## config.mk

```make
export PLATFORM = sky130hd
export DESIGN_NAME = uvot_fault_ctrl
export DESIGN_NICKNAME = d
export VERILOG_FILES = /design/src/uvot_pkg.sv /design/src/uvot_fault_ctrl.sv /design/src/uvot_page_store.sv
export VERILOG_INCLUDE_DIRS = /design/src
export SDC_FILE = /design/constraint.sdc
export NUM_CORES = 1
export LEC_CHECK = 0
export BUFFER_PORTS_ARGS = -buffer_cell sky130_fd_sc_hd__buf_4
export CORE_MARGIN = 3
export CORE_UTILIZATION = 40
export CTS_CLUSTER_DIAMETER = 80
export DETAILED_ROUTE_END_ITERATION = 7
export REMOVE_ABC_BUFFERS = 1
export SLEW_MARGIN = 20
export SYNTH_ARGS = -nofsm -noshare
export SYNTH_HDL_FRONTEND = slang
export SYNTH_HIERARCHICAL = 1
export SYNTH_SLANG_ARGS = --single-unit
```

## constraint.sdc

```tcl
create_clock -name clk -period 15.2 [get_ports clk]
set_clock_uncertainty 0.15 [all_clocks]
set_input_delay 4.56 -clock clk [delete_from_list [all_inputs] [get_ports clk]]
set_output_delay 4.56 -clock clk [all_outputs]
set_load 0.01 [all_outputs]
```

## src/uvot_map.svh

```systemverilog
// Command codes, field positions, reset values and timing figures of the
// undervoltage / over-temperature protection block.
// Assumes inclusion by bare name from every file that needs them.
`ifndef UVOT_MAP_SVH
`define UVOT_MAP_SVH

// ==========================================================================
// Command codes (paged settings)
`define UVOT_CMD_UV_THR 8'h44
`define UVOT_CMD_UV_ACT 8'h45
`define UVOT_CMD_OT_THR 8'h4f

// ==========================================================================
// Reset values
`define UVOT_UV_ACT_RST 8'h80
`define UVOT_OT_THR_RST 16'hebe8
// Undervoltage default is strap code scaled by 17/20 (0.85)
`define UVOT_UV_SCALE_NUM 32'd17
`define UVOT_UV_SCALE_DEN 32'd20

// ==========================================================================
// Action field layout
`define UVOT_ACT_MODE_HI 7
`define UVOT_ACT_MODE_LO 6
`define UVOT_ACT_RETRY_HI 5
`define UVOT_ACT_RETRY_LO 3
`define UVOT_ACT_DLY_HI 2
`define UVOT_ACT_DLY_LO 0
`define UVOT_MODE_SHUT_A 2'b10
`define UVOT_MODE_SHUT_B 2'b11
`define UVOT_RETRY_NONE 3'b000
`define UVOT_RETRY_CONT 3'b111

// ==========================================================================
// Linear-11 layout
`define UVOT_L11_EXP_HI 15
`define UVOT_L11_EXP_LO 11
`define UVOT_L11_MAN_HI 10
`define UVOT_L11_MAN_LO 0
`define UVOT_L11_BIAS 6'sd16

// ==========================================================================
// Timing
`define UVOT_CLK_MHZ 125
`define UVOT_RETRY_UNIT_MS 35
`define UVOT_RETRY_UNIT_CYC (`UVOT_RETRY_UNIT_MS * `UVOT_CLK_MHZ * 1000)

`endif

```

## src/uvot_pkg.sv

```systemverilog
// Types shared by the undervoltage / over-temperature protection block.
// Assumes uvot_map.svh for all numeric constants.
package uvot_pkg;

	// ======================================================================
	// Per-output restart sequencer states, one-hot
	typedef enum logic [3:0] {
		UVOT_ST_RUN = 4'b0001,
		UVOT_ST_WAIT = 4'b0010,
		UVOT_ST_LATCH = 4'b0100,
		UVOT_ST_HALT = 4'b1000
	} uvot_state_t;

	// ======================================================================
	// Which paged setting a command addresses
	typedef enum logic [1:0] {
		UVOT_SEL_NONE = 2'b00,
		UVOT_SEL_UV_THR = 2'b01,
		UVOT_SEL_UV_ACT = 2'b10,
		UVOT_SEL_OT_THR = 2'b11
	} uvot_sel_t;

endpackage : uvot_pkg
```

## src/uvot_fault_ctrl.sv

```systemverilog
// Output undervoltage and over-temperature protection for a multi-output
// power stage: paged settings, fault detection, latched status, alert and
// the restart sequencer. Assumes one clock; the command port, measurements
// and control levels are synchronous to it.
`timescale 1ns/1ns
`include "uvot_map.svh"

module uvot_fault_ctrl
	import uvot_pkg::*;
#(
	parameter int NPAGE = 2,
	parameter int PW = 1,
	parameter int unsigned RETRY_UNIT_CYC = `UVOT_RETRY_UNIT_CYC
) (
	// Clock and reset
	input wire logic clk,
	input wire logic rst,
	// Management command port
	input wire logic cmd_valid,
	input wire logic cmd_write,
	input wire logic [7:0] cmd_code,
	input wire logic [15:0] cmd_wdata,
	input wire logic [PW-1:0] page_sel,
	input wire logic write_protect,
	input wire logic clear_faults,
	output logic rsp_valid_r,
	output logic rsp_ack_r,
	output logic [15:0] rsp_rdata_r,
	// Strap
	input wire logic [15:0] output_setpoint_strap,
	// Per-output measurements and state, and the shared bias_ok level
	input wire logic [NPAGE*16-1:0] vout_meas,
	input wire logic [NPAGE-1:0] vout_meas_valid,
	input wire logic [NPAGE*16-1:0] temp_meas,
	input wire logic [NPAGE-1:0] temp_meas_valid,
	input wire logic [NPAGE-1:0] power_good_flag,
	input wire logic [NPAGE-1:0] output_ramping,
	input wire logic [NPAGE-1:0] output_on_cmd,
	input wire logic [NPAGE-1:0] other_fault_off,
	input wire logic bias_ok,
	// Protection outputs
	output logic [NPAGE-1:0] output_enable_r,
	output logic [NPAGE-1:0] restart_pulse_r,
	output logic [NPAGE-1:0] uv_fault_r,
	output logic [NPAGE-1:0] ot_fault_r,
	output logic alert_out_n
);

	// ======================================================================
	// Helpers
	// Linear-11 to signed fixed point, scaled by 2^16 so the exponent
	// range -16..15 always shifts left and no fraction is lost.
	function automatic logic signed [47:0] lin11_fix(input logic [15:0] w);
		logic signed [5:0] expo;
		logic signed [47:0] man;
		logic [5:0] sh;
		expo = 6'($signed(w[`UVOT_L11_EXP_HI:`UVOT_L11_EXP_LO]));
		man = 48'($signed(w[`UVOT_L11_MAN_HI:`UVOT_L11_MAN_LO]));
		sh = 6'(expo + `UVOT_L11_BIAS);
		lin11_fix = man <<< sh;
	endfunction : lin11_fix

	function automatic uvot_sel_t code_sel(input logic [7:0] code);
		case (code)
			`UVOT_CMD_UV_THR: code_sel = UVOT_SEL_UV_THR;
			`UVOT_CMD_UV_ACT: code_sel = UVOT_SEL_UV_ACT;
			`UVOT_CMD_OT_THR: code_sel = UVOT_SEL_OT_THR;
			default: code_sel = UVOT_SEL_NONE;
		endcase
	endfunction : code_sel

	// ======================================================================
	// Command decode
	uvot_sel_t sel;
	logic page_ok;
	logic wr_go;
	logic [NPAGE*16-1:0] uv_thr_flat;
	logic [NPAGE*8-1:0] uv_act_flat;
	logic [NPAGE*16-1:0] ot_thr_flat;

	assign sel = code_sel(cmd_code);
	assign page_ok = (32'(page_sel) < 32'(NPAGE));
	// Protected writes are refused outright, stored copy untouched
	assign wr_go = cmd_valid && cmd_write && sel != UVOT_SEL_NONE && page_ok && !write_protect;

	uvot_page_store #(
		.NPAGE(NPAGE),
		.PW(PW)
	) u_store (
		.clk(clk),
		.rst(rst),
		.output_setpoint_strap(output_setpoint_strap),
		.wr_en(wr_go),
		.wr_page(page_sel),
		.wr_sel(sel),
		.wr_data(cmd_wdata),
		.uv_thr_flat(uv_thr_flat),
		.uv_act_flat(uv_act_flat),
		.ot_thr_flat(ot_thr_flat)
	);

	// ======================================================================
	// Command answer, one cycle after the request
	logic [15:0] rd_mux;

	always_comb begin
		rd_mux = 16'h0000;
		if (page_ok) begin
			case (sel)
				UVOT_SEL_UV_THR: rd_mux = uv_thr_flat[32'(page_sel)*16 +: 16];
				UVOT_SEL_UV_ACT: rd_mux = {8'h00, uv_act_flat[32'(page_sel)*8 +: 8]};
				UVOT_SEL_OT_THR: rd_mux = ot_thr_flat[32'(page_sel)*16 +: 16];
				default: rd_mux = 16'h0000;
			endcase
		end
	end

	always_ff @(posedge clk) begin
		if (rst) begin
			rsp_valid_r <= 1'b0;
			rsp_ack_r <= 1'b0;
			rsp_rdata_r <= 16'h0000;
		end else begin
			rsp_valid_r <= cmd_valid;
			if (cmd_valid) begin
				rsp_ack_r <= cmd_write ? wr_go : (sel != UVOT_SEL_NONE && page_ok);
				rsp_rdata_r <= cmd_write ? 16'h0000 : rd_mux;
			end
		end
	end

	// ======================================================================
	// Per-output detection and restart sequencer
	logic [NPAGE-1:0] uv_hit;
	logic [NPAGE-1:0] ot_hit;

	genvar p;
	generate
		for (p = 0; p < NPAGE; p++) begin : g_out
			uvot_state_t st_r;
			uvot_state_t st_nxt;
			logic [31:0] tmr_r;
			logic [7:0] act;
			logic [1:0] mode;
			logic [2:0] retry;
			logic [31:0] wait_cyc;
			logic armed;
			logic stop;

			assign act = uv_act_flat[p*8 +: 8];
			assign mode = act[`UVOT_ACT_MODE_HI:`UVOT_ACT_MODE_LO];
			assign retry = act[`UVOT_ACT_RETRY_HI:`UVOT_ACT_RETRY_LO];
			// Delay range 1..8 units, so no overflow at 32 bits
			assign wait_cyc = 32'((32'(act[`UVOT_ACT_DLY_HI:`UVOT_ACT_DLY_LO]) + 32'd1) * RETRY_UNIT_CYC);

			// Masked while ramping, before power-good or while off
			assign armed = output_enable_r[p] && power_good_flag[p] && !output_ramping[p];
			assign uv_hit[p] = armed && vout_meas_valid[p] && (vout_meas[p*16 +: 16] < uv_thr_flat[p*16 +: 16]);
			assign ot_hit[p] = temp_meas_valid[p] &&
				(lin11_fix(temp_meas[p*16 +: 16]) > lin11_fix(ot_thr_flat[p*16 +: 16]));
			assign stop = !output_on_cmd[p] || !bias_ok || other_fault_off[p];

			always_comb begin
				st_nxt = st_r;
				case (st_r)
					UVOT_ST_RUN: begin
						if (uv_hit[p] && (mode == `UVOT_MODE_SHUT_A || mode == `UVOT_MODE_SHUT_B)) begin
							if (retry == `UVOT_RETRY_CONT) begin
								st_nxt = UVOT_ST_WAIT;
							end else begin
								// Unused retry codes behave as no retry
								st_nxt = UVOT_ST_LATCH;
							end
						end
					end
					UVOT_ST_WAIT: begin
						if (stop) begin
							st_nxt = UVOT_ST_HALT;
						end else if (tmr_r == 32'd1) begin
							st_nxt = UVOT_ST_RUN;
						end
					end
					UVOT_ST_LATCH: st_nxt = UVOT_ST_LATCH;
					UVOT_ST_HALT: begin
						// Normal control resumes once commanded off
						if (!output_on_cmd[p]) begin
							st_nxt = UVOT_ST_RUN;
						end
					end
					default: st_nxt = UVOT_ST_LATCH;
				endcase
			end

			always_ff @(posedge clk) begin
				if (rst) begin
					st_r <= UVOT_ST_RUN;
				end else begin
					st_r <= st_nxt;
				end
			end

			// Timer loads on entry to the wait, counts down to the restart
			always_ff @(posedge clk) begin
				if (rst) begin
					tmr_r <= 32'd0;
				end else if (st_r != UVOT_ST_WAIT && st_nxt == UVOT_ST_WAIT) begin
					tmr_r <= wait_cyc;
				end else if (st_r == UVOT_ST_WAIT && tmr_r != 32'd0) begin
					tmr_r <= tmr_r - 32'd1;
				end
			end

			always_ff @(posedge clk) begin
				if (rst) begin
					output_enable_r[p] <= 1'b0;
					restart_pulse_r[p] <= 1'b0;
				end else begin
					output_enable_r[p] <= (st_nxt == UVOT_ST_RUN) && output_on_cmd[p] && bias_ok;
					restart_pulse_r[p] <= (st_r == UVOT_ST_WAIT) && (st_nxt == UVOT_ST_RUN);
				end
			end

			// Set wins over a clear arriving in the same cycle
			always_ff @(posedge clk) begin
				if (rst) begin
					uv_fault_r[p] <= 1'b0;
					ot_fault_r[p] <= 1'b0;
				end else begin
					if (uv_hit[p]) begin
						uv_fault_r[p] <= 1'b1;
					end else if (clear_faults) begin
						uv_fault_r[p] <= 1'b0;
					end
					if (ot_hit[p]) begin
						ot_fault_r[p] <= 1'b1;
					end else if (clear_faults) begin
						ot_fault_r[p] <= 1'b0;
					end
				end
			end
		end
	endgenerate

	// ======================================================================
	// Alert, low while any fault bit is latched or being set
	always_ff @(posedge clk) begin
		if (rst) begin
			alert_out_n <= 1'b1;
		end else begin
			alert_out_n <= ~(|uv_hit | |ot_hit | (|uv_fault_r & ~clear_faults) | (|ot_fault_r & ~clear_faults));
		end
	end

endmodule : uvot_fault_ctrl

```

## src/uvot_page_store.sv

```systemverilog
// Per-output copies of the undervoltage threshold, undervoltage action and
// over-temperature threshold. Assumes a single clock and synchronous reset;
// the strap is stable around reset release.
`timescale 1ns/1ns
`include "uvot_map.svh"

module uvot_page_store
	import uvot_pkg::*;
#(
	parameter int NPAGE = 2,
	parameter int PW = 1
) (
	// Clock and reset
	input wire logic clk,
	input wire logic rst,
	// Setpoint strap, linear-16 code
	input wire logic [15:0] output_setpoint_strap,
	// Write port
	input wire logic wr_en,
	input wire logic [PW-1:0] wr_page,
	input wire uvot_sel_t wr_sel,
	input wire logic [15:0] wr_data,
	// Stored settings, page p in slice p
	output logic [NPAGE*16-1:0] uv_thr_flat,
	output logic [NPAGE*8-1:0] uv_act_flat,
	output logic [NPAGE*16-1:0] ot_thr_flat
);

	// ======================================================================
	// Strap capture
	// Loaded one cycle after release, never under reset itself
	logic strap_pend_r;
	logic [15:0] uv_dflt;
	logic [31:0] uv_prod;

	assign uv_prod = (32'(output_setpoint_strap) * `UVOT_UV_SCALE_NUM) / `UVOT_UV_SCALE_DEN;
	assign uv_dflt = uv_prod[15:0];

	always_ff @(posedge clk) begin
		if (rst) begin
			strap_pend_r <= 1'b1;
		end else begin
			strap_pend_r <= 1'b0;
		end
	end

	// ======================================================================
	// Setting registers, one set per page
	genvar p;
	generate
		for (p = 0; p < NPAGE; p++) begin : g_page
			logic [15:0] uv_thr_r;
			logic [7:0] uv_act_r;
			logic [15:0] ot_thr_r;
			logic hit;

			assign hit = wr_en && (wr_page == PW'(p));

			always_ff @(posedge clk) begin
				if (rst) begin
					uv_thr_r <= 16'h0000;
				end else if (hit && wr_sel == UVOT_SEL_UV_THR) begin
					uv_thr_r <= wr_data;
				end else if (strap_pend_r) begin
					uv_thr_r <= uv_dflt;
				end
			end

			always_ff @(posedge clk) begin
				if (rst) begin
					uv_act_r <= `UVOT_UV_ACT_RST;
				end else if (hit && wr_sel == UVOT_SEL_UV_ACT) begin
					uv_act_r <= wr_data[7:0];
				end
			end

			always_ff @(posedge clk) begin
				if (rst) begin
					ot_thr_r <= `UVOT_OT_THR_RST;
				end else if (hit && wr_sel == UVOT_SEL_OT_THR) begin
					ot_thr_r <= wr_data;
				end
			end

			assign uv_thr_flat[p*16 +: 16] = uv_thr_r;
			assign uv_act_flat[p*8 +: 8] = uv_act_r;
			assign ot_thr_flat[p*16 +: 16] = ot_thr_r;
		end
	endgenerate

endmodule : uvot_page_store

```

==> impl_metrics.toml <==
[timing]
hold_viol = 0
slew_headroom_pct = 26.30
tns_ps = 0
fin_crit_sh_pct = 82.08
worst_slew_pin_slew_ps = 1102
setup_viol = 0
finalMaxSlewViolations = 0
fmax_mhz = 80.15
finalCriticalPeriod_ps = 12480
rsz0062_at_grt = "no"
worst_slack_ps = 2724

[global_route]
grt-ovfl-total = 0
grt_pass1_wl_um = 97030
first_global_vias = 17960
antenna_found_initial = 2
grt_max_degree = 92
track_usage_pct = 23.62

[clocking]
cts_setup_buffers = 0
clock_latency_ps = 460
h-tree-depth = 4
cts_made_buffers = 17
ctsHoldBuffers = 0
cts_tree = "yes"
ctsResizeCount = 0
clockBufferDepth = 2
cts.sinks = 180
clk_pin_slew_ps = 70
cts_root_buf = "clkbuf_16"

[pwr]
clkPwrFrac_pct = 23.6
sw_frac_of_total_pct = 43.06
power_leakage_nw = 8.716
finalPower_mw = 2.001
p_seq_share_pct = 26.6
switchingPower_uw = 861.6
pwr-share-comb_pct = 49.8
irDropWorstVdd_mv = 0.07268
p_int_mw = 1.139
pwr_density_cell_nw_per_um2 = 95.30

[setup_path]
cpMaxStageDelayCell = "o211ai_1"
end_kind = "flop"
startpoint = "output_setpoint_strap[1]"
start_kind = "input port"
worstReg2RegStart = "u_store/g_page[1].ot_thr_r[11]$_SDFFE_PP1P_"
crit_arrival_ps = 12630
reg2reg_slack_ps = 10400
cp_num_buf_inv = 1
critical_path.top_delay_family = "compound AO/OA/AOI/OAI gates"
ff2ff_path_depth = 12
crit_required_ps = 15350
rr_endpoint = "alert_out_n$_SDFF_PP1_"
cpPeakStageDelay_ps = 840
crit_type = "input port to flop"
crit_fanout = 13

[outcome]
status = "finished clean"

[place]
dp_hpwl_um = 47220
place_inst = 3145
post-place-ws_ps = 2460
place_area_um2 = 20370
place_congestion = 0.9191
io_buffers = 150

[synth]
synth_common_cells = "nand2_1, nor2_1, a21oi_1"
synth.largest_area_cell = "dfxtp_1"
netlist_instances = 2514
ys_warn_count = 6
synth.yosys.seq_area_share_pct = 19.05
async_reset_ff_share_pct = 0
ys.flop_type = "dfxtp_1"
syn_area_um2 = 18920
synth_area_leaders = "dfxtp_1, ha_1, nand2_1, a21oi_1, nor2_1"
ys_ff_latch = 180
synth_edf_count = 0
syn_area_per_cell_um2 = 7.526
synth_top_area_share_pct = 19.05
yosysMostFrequentCell = "nand2_1"
ys_types = 115

[floorplanning]
die_width_um = 223.5
core_area_um2 = 46650
start_util_pct = 40.55
rows = 79
die_y_um = 223.5
die_area_um2 = 49940
num_io_pins = 151

[routing]
vias_per_cell = 6.062
detail_route.wl_per_cell_um = 19.14
ant_nets = 0
vias = 19270
drtPass1Iterations = 7
wl_um = 60850
route.detailed.drc = 0
drtIter0Drc = 1930

[job]
maxCapViolCount = 0

[min_path]
hold_path_end = "u_store/g_page[0].uv_act_r[6]$_SDFFE_PP0P_"
hold_path.class = "flop to flop"
holdPathStages = 2
worstHoldStart = "u_store/g_page[0].uv_act_r[6]$_SDFFE_PP0P_"

[finish]
layout-drive-gt1-share_pct = 12.45
finalInstanceArea_um2 = 20990
layout.nets = 2873
fin_cells = 3179
multiInputGateArea_um2 = 14390
seqCellArea_um2 = 3603
n_fill_cell = 4721
area.growth.synth_to_final_pct = 10.96
-- sequential cells by signal, indices dropped and copies added, names as in the netlist --
| signal | flops |
|---|---|
| uv_fault_r | 2 |
| u_store/g_page.uv_act_r | 16 |
| output_enable_r | 2 |
| u_store/g_page.uv_thr_r | 32 |
| alert_out_n | 1 |
| u_store/strap_pend_r | 1 |
| g_out.st_r | 8 |
| rsp_ack_r | 1 |
| g_out.tmr_r | 64 |
| rsp_rdata_r | 16 |
| ot_fault_r | 2 |
| u_store/g_page.ot_thr_r | 32 |
| restart_pulse_r | 2 |
| rsp_valid_r | 1 |
-- power groups by stage --
stage	clock [mW]	sequential, mW	combinational (mW)
floorplan	0	0.526	0.713
global placement	0	0.538	0.966
detailed placement	0	0.539	0.971
CTS	0.480	0.529	0.975
global route	0.498	0.532	1.10
finish	0.472	0.531	0.997
-- metal layers --
layer,vias to the layer above,part of all wire [%],track usage (%)
met5,-,0,0
met4,0,2.5,6.913
met3,81,5.9,2.408
met2,672,46,38.70
met1,9133,46,32.92
li1,9385,-,-
-- per-stage QoR --
step,utilization (%),hold WS [ps]
2_1_floorplan,-,276.8
5_1_grt,44.99,350.9
6_report,45.00,309.7
4_1_cts,44.97,310.2
3_5_place_dp,43.65,299.6
3_3_place_gp,43.64,295.2
-- cells in the final DEF, fill, tap and decap left out, types with 71 or more instances in the layout --
cell type  count
nor2_1       225
o21ai_0      120
buf_4        165
nand3_1       71
mux2i_1       80
inv_1         92
a21oi_1      198
nand2_1      333
ha_1         180
dfxtp_1      180
-- final cells by class --
class / count / share of cell area, %
repair buffers: 166 / 5.954
multi-input cells: 2093 / 68.54
inverters: 100 / 1.788
well taps: 607 / 3.618
diodes: 1 / 0.01192
flip-flops and latches: 180 / 17.16
clock buffers: 20 / 2.175
clock inverters: 12 / 0.7509
-- how the worst max path moves through the flow --
stage / to / cells after the start
after global routing: u_store/g_page[0].uv_thr_r[0]$_SDFFE_PP0P_ / 26
after CTS: u_store/g_page[1].uv_thr_r[1]$_SDFFE_PP0P_ / 26
after floorplan: u_store/g_page[0].uv_thr_r[1]$_SDFFE_PP0P_ / 25
final: u_store/g_page[1].uv_thr_r[1]$_SDFFE_PP0P_ / 26
after detailed placement: u_store/g_page[1].uv_thr_r[1]$_SDFFE_PP0P_ / 26
after global placement: u_store/g_page[1].uv_thr_r[1]$_SDFFE_PP0P_ / 26
-- cells by family after synthesis --
family / Yosys count / synth area share [%]
and+or+nand+nor: 981 / 25.36
AOI/OAI and AO/OA: 710 / 25.44
buffers and inverters: 241 / 4.986
adders and majority gates: 191 / 13.07
DFF: 180 / 19.05
muxes: 126 / 8.174
xor gates and xnor gates: 85 / 3.935
-- tightest hold or removal path, stage by stage (launching register included) --
cell	delay [ps]
dfxtp_1	310
nand2_1	50
a21oi_1	50
Note: power is estimated with default switching activity, not from simulation.
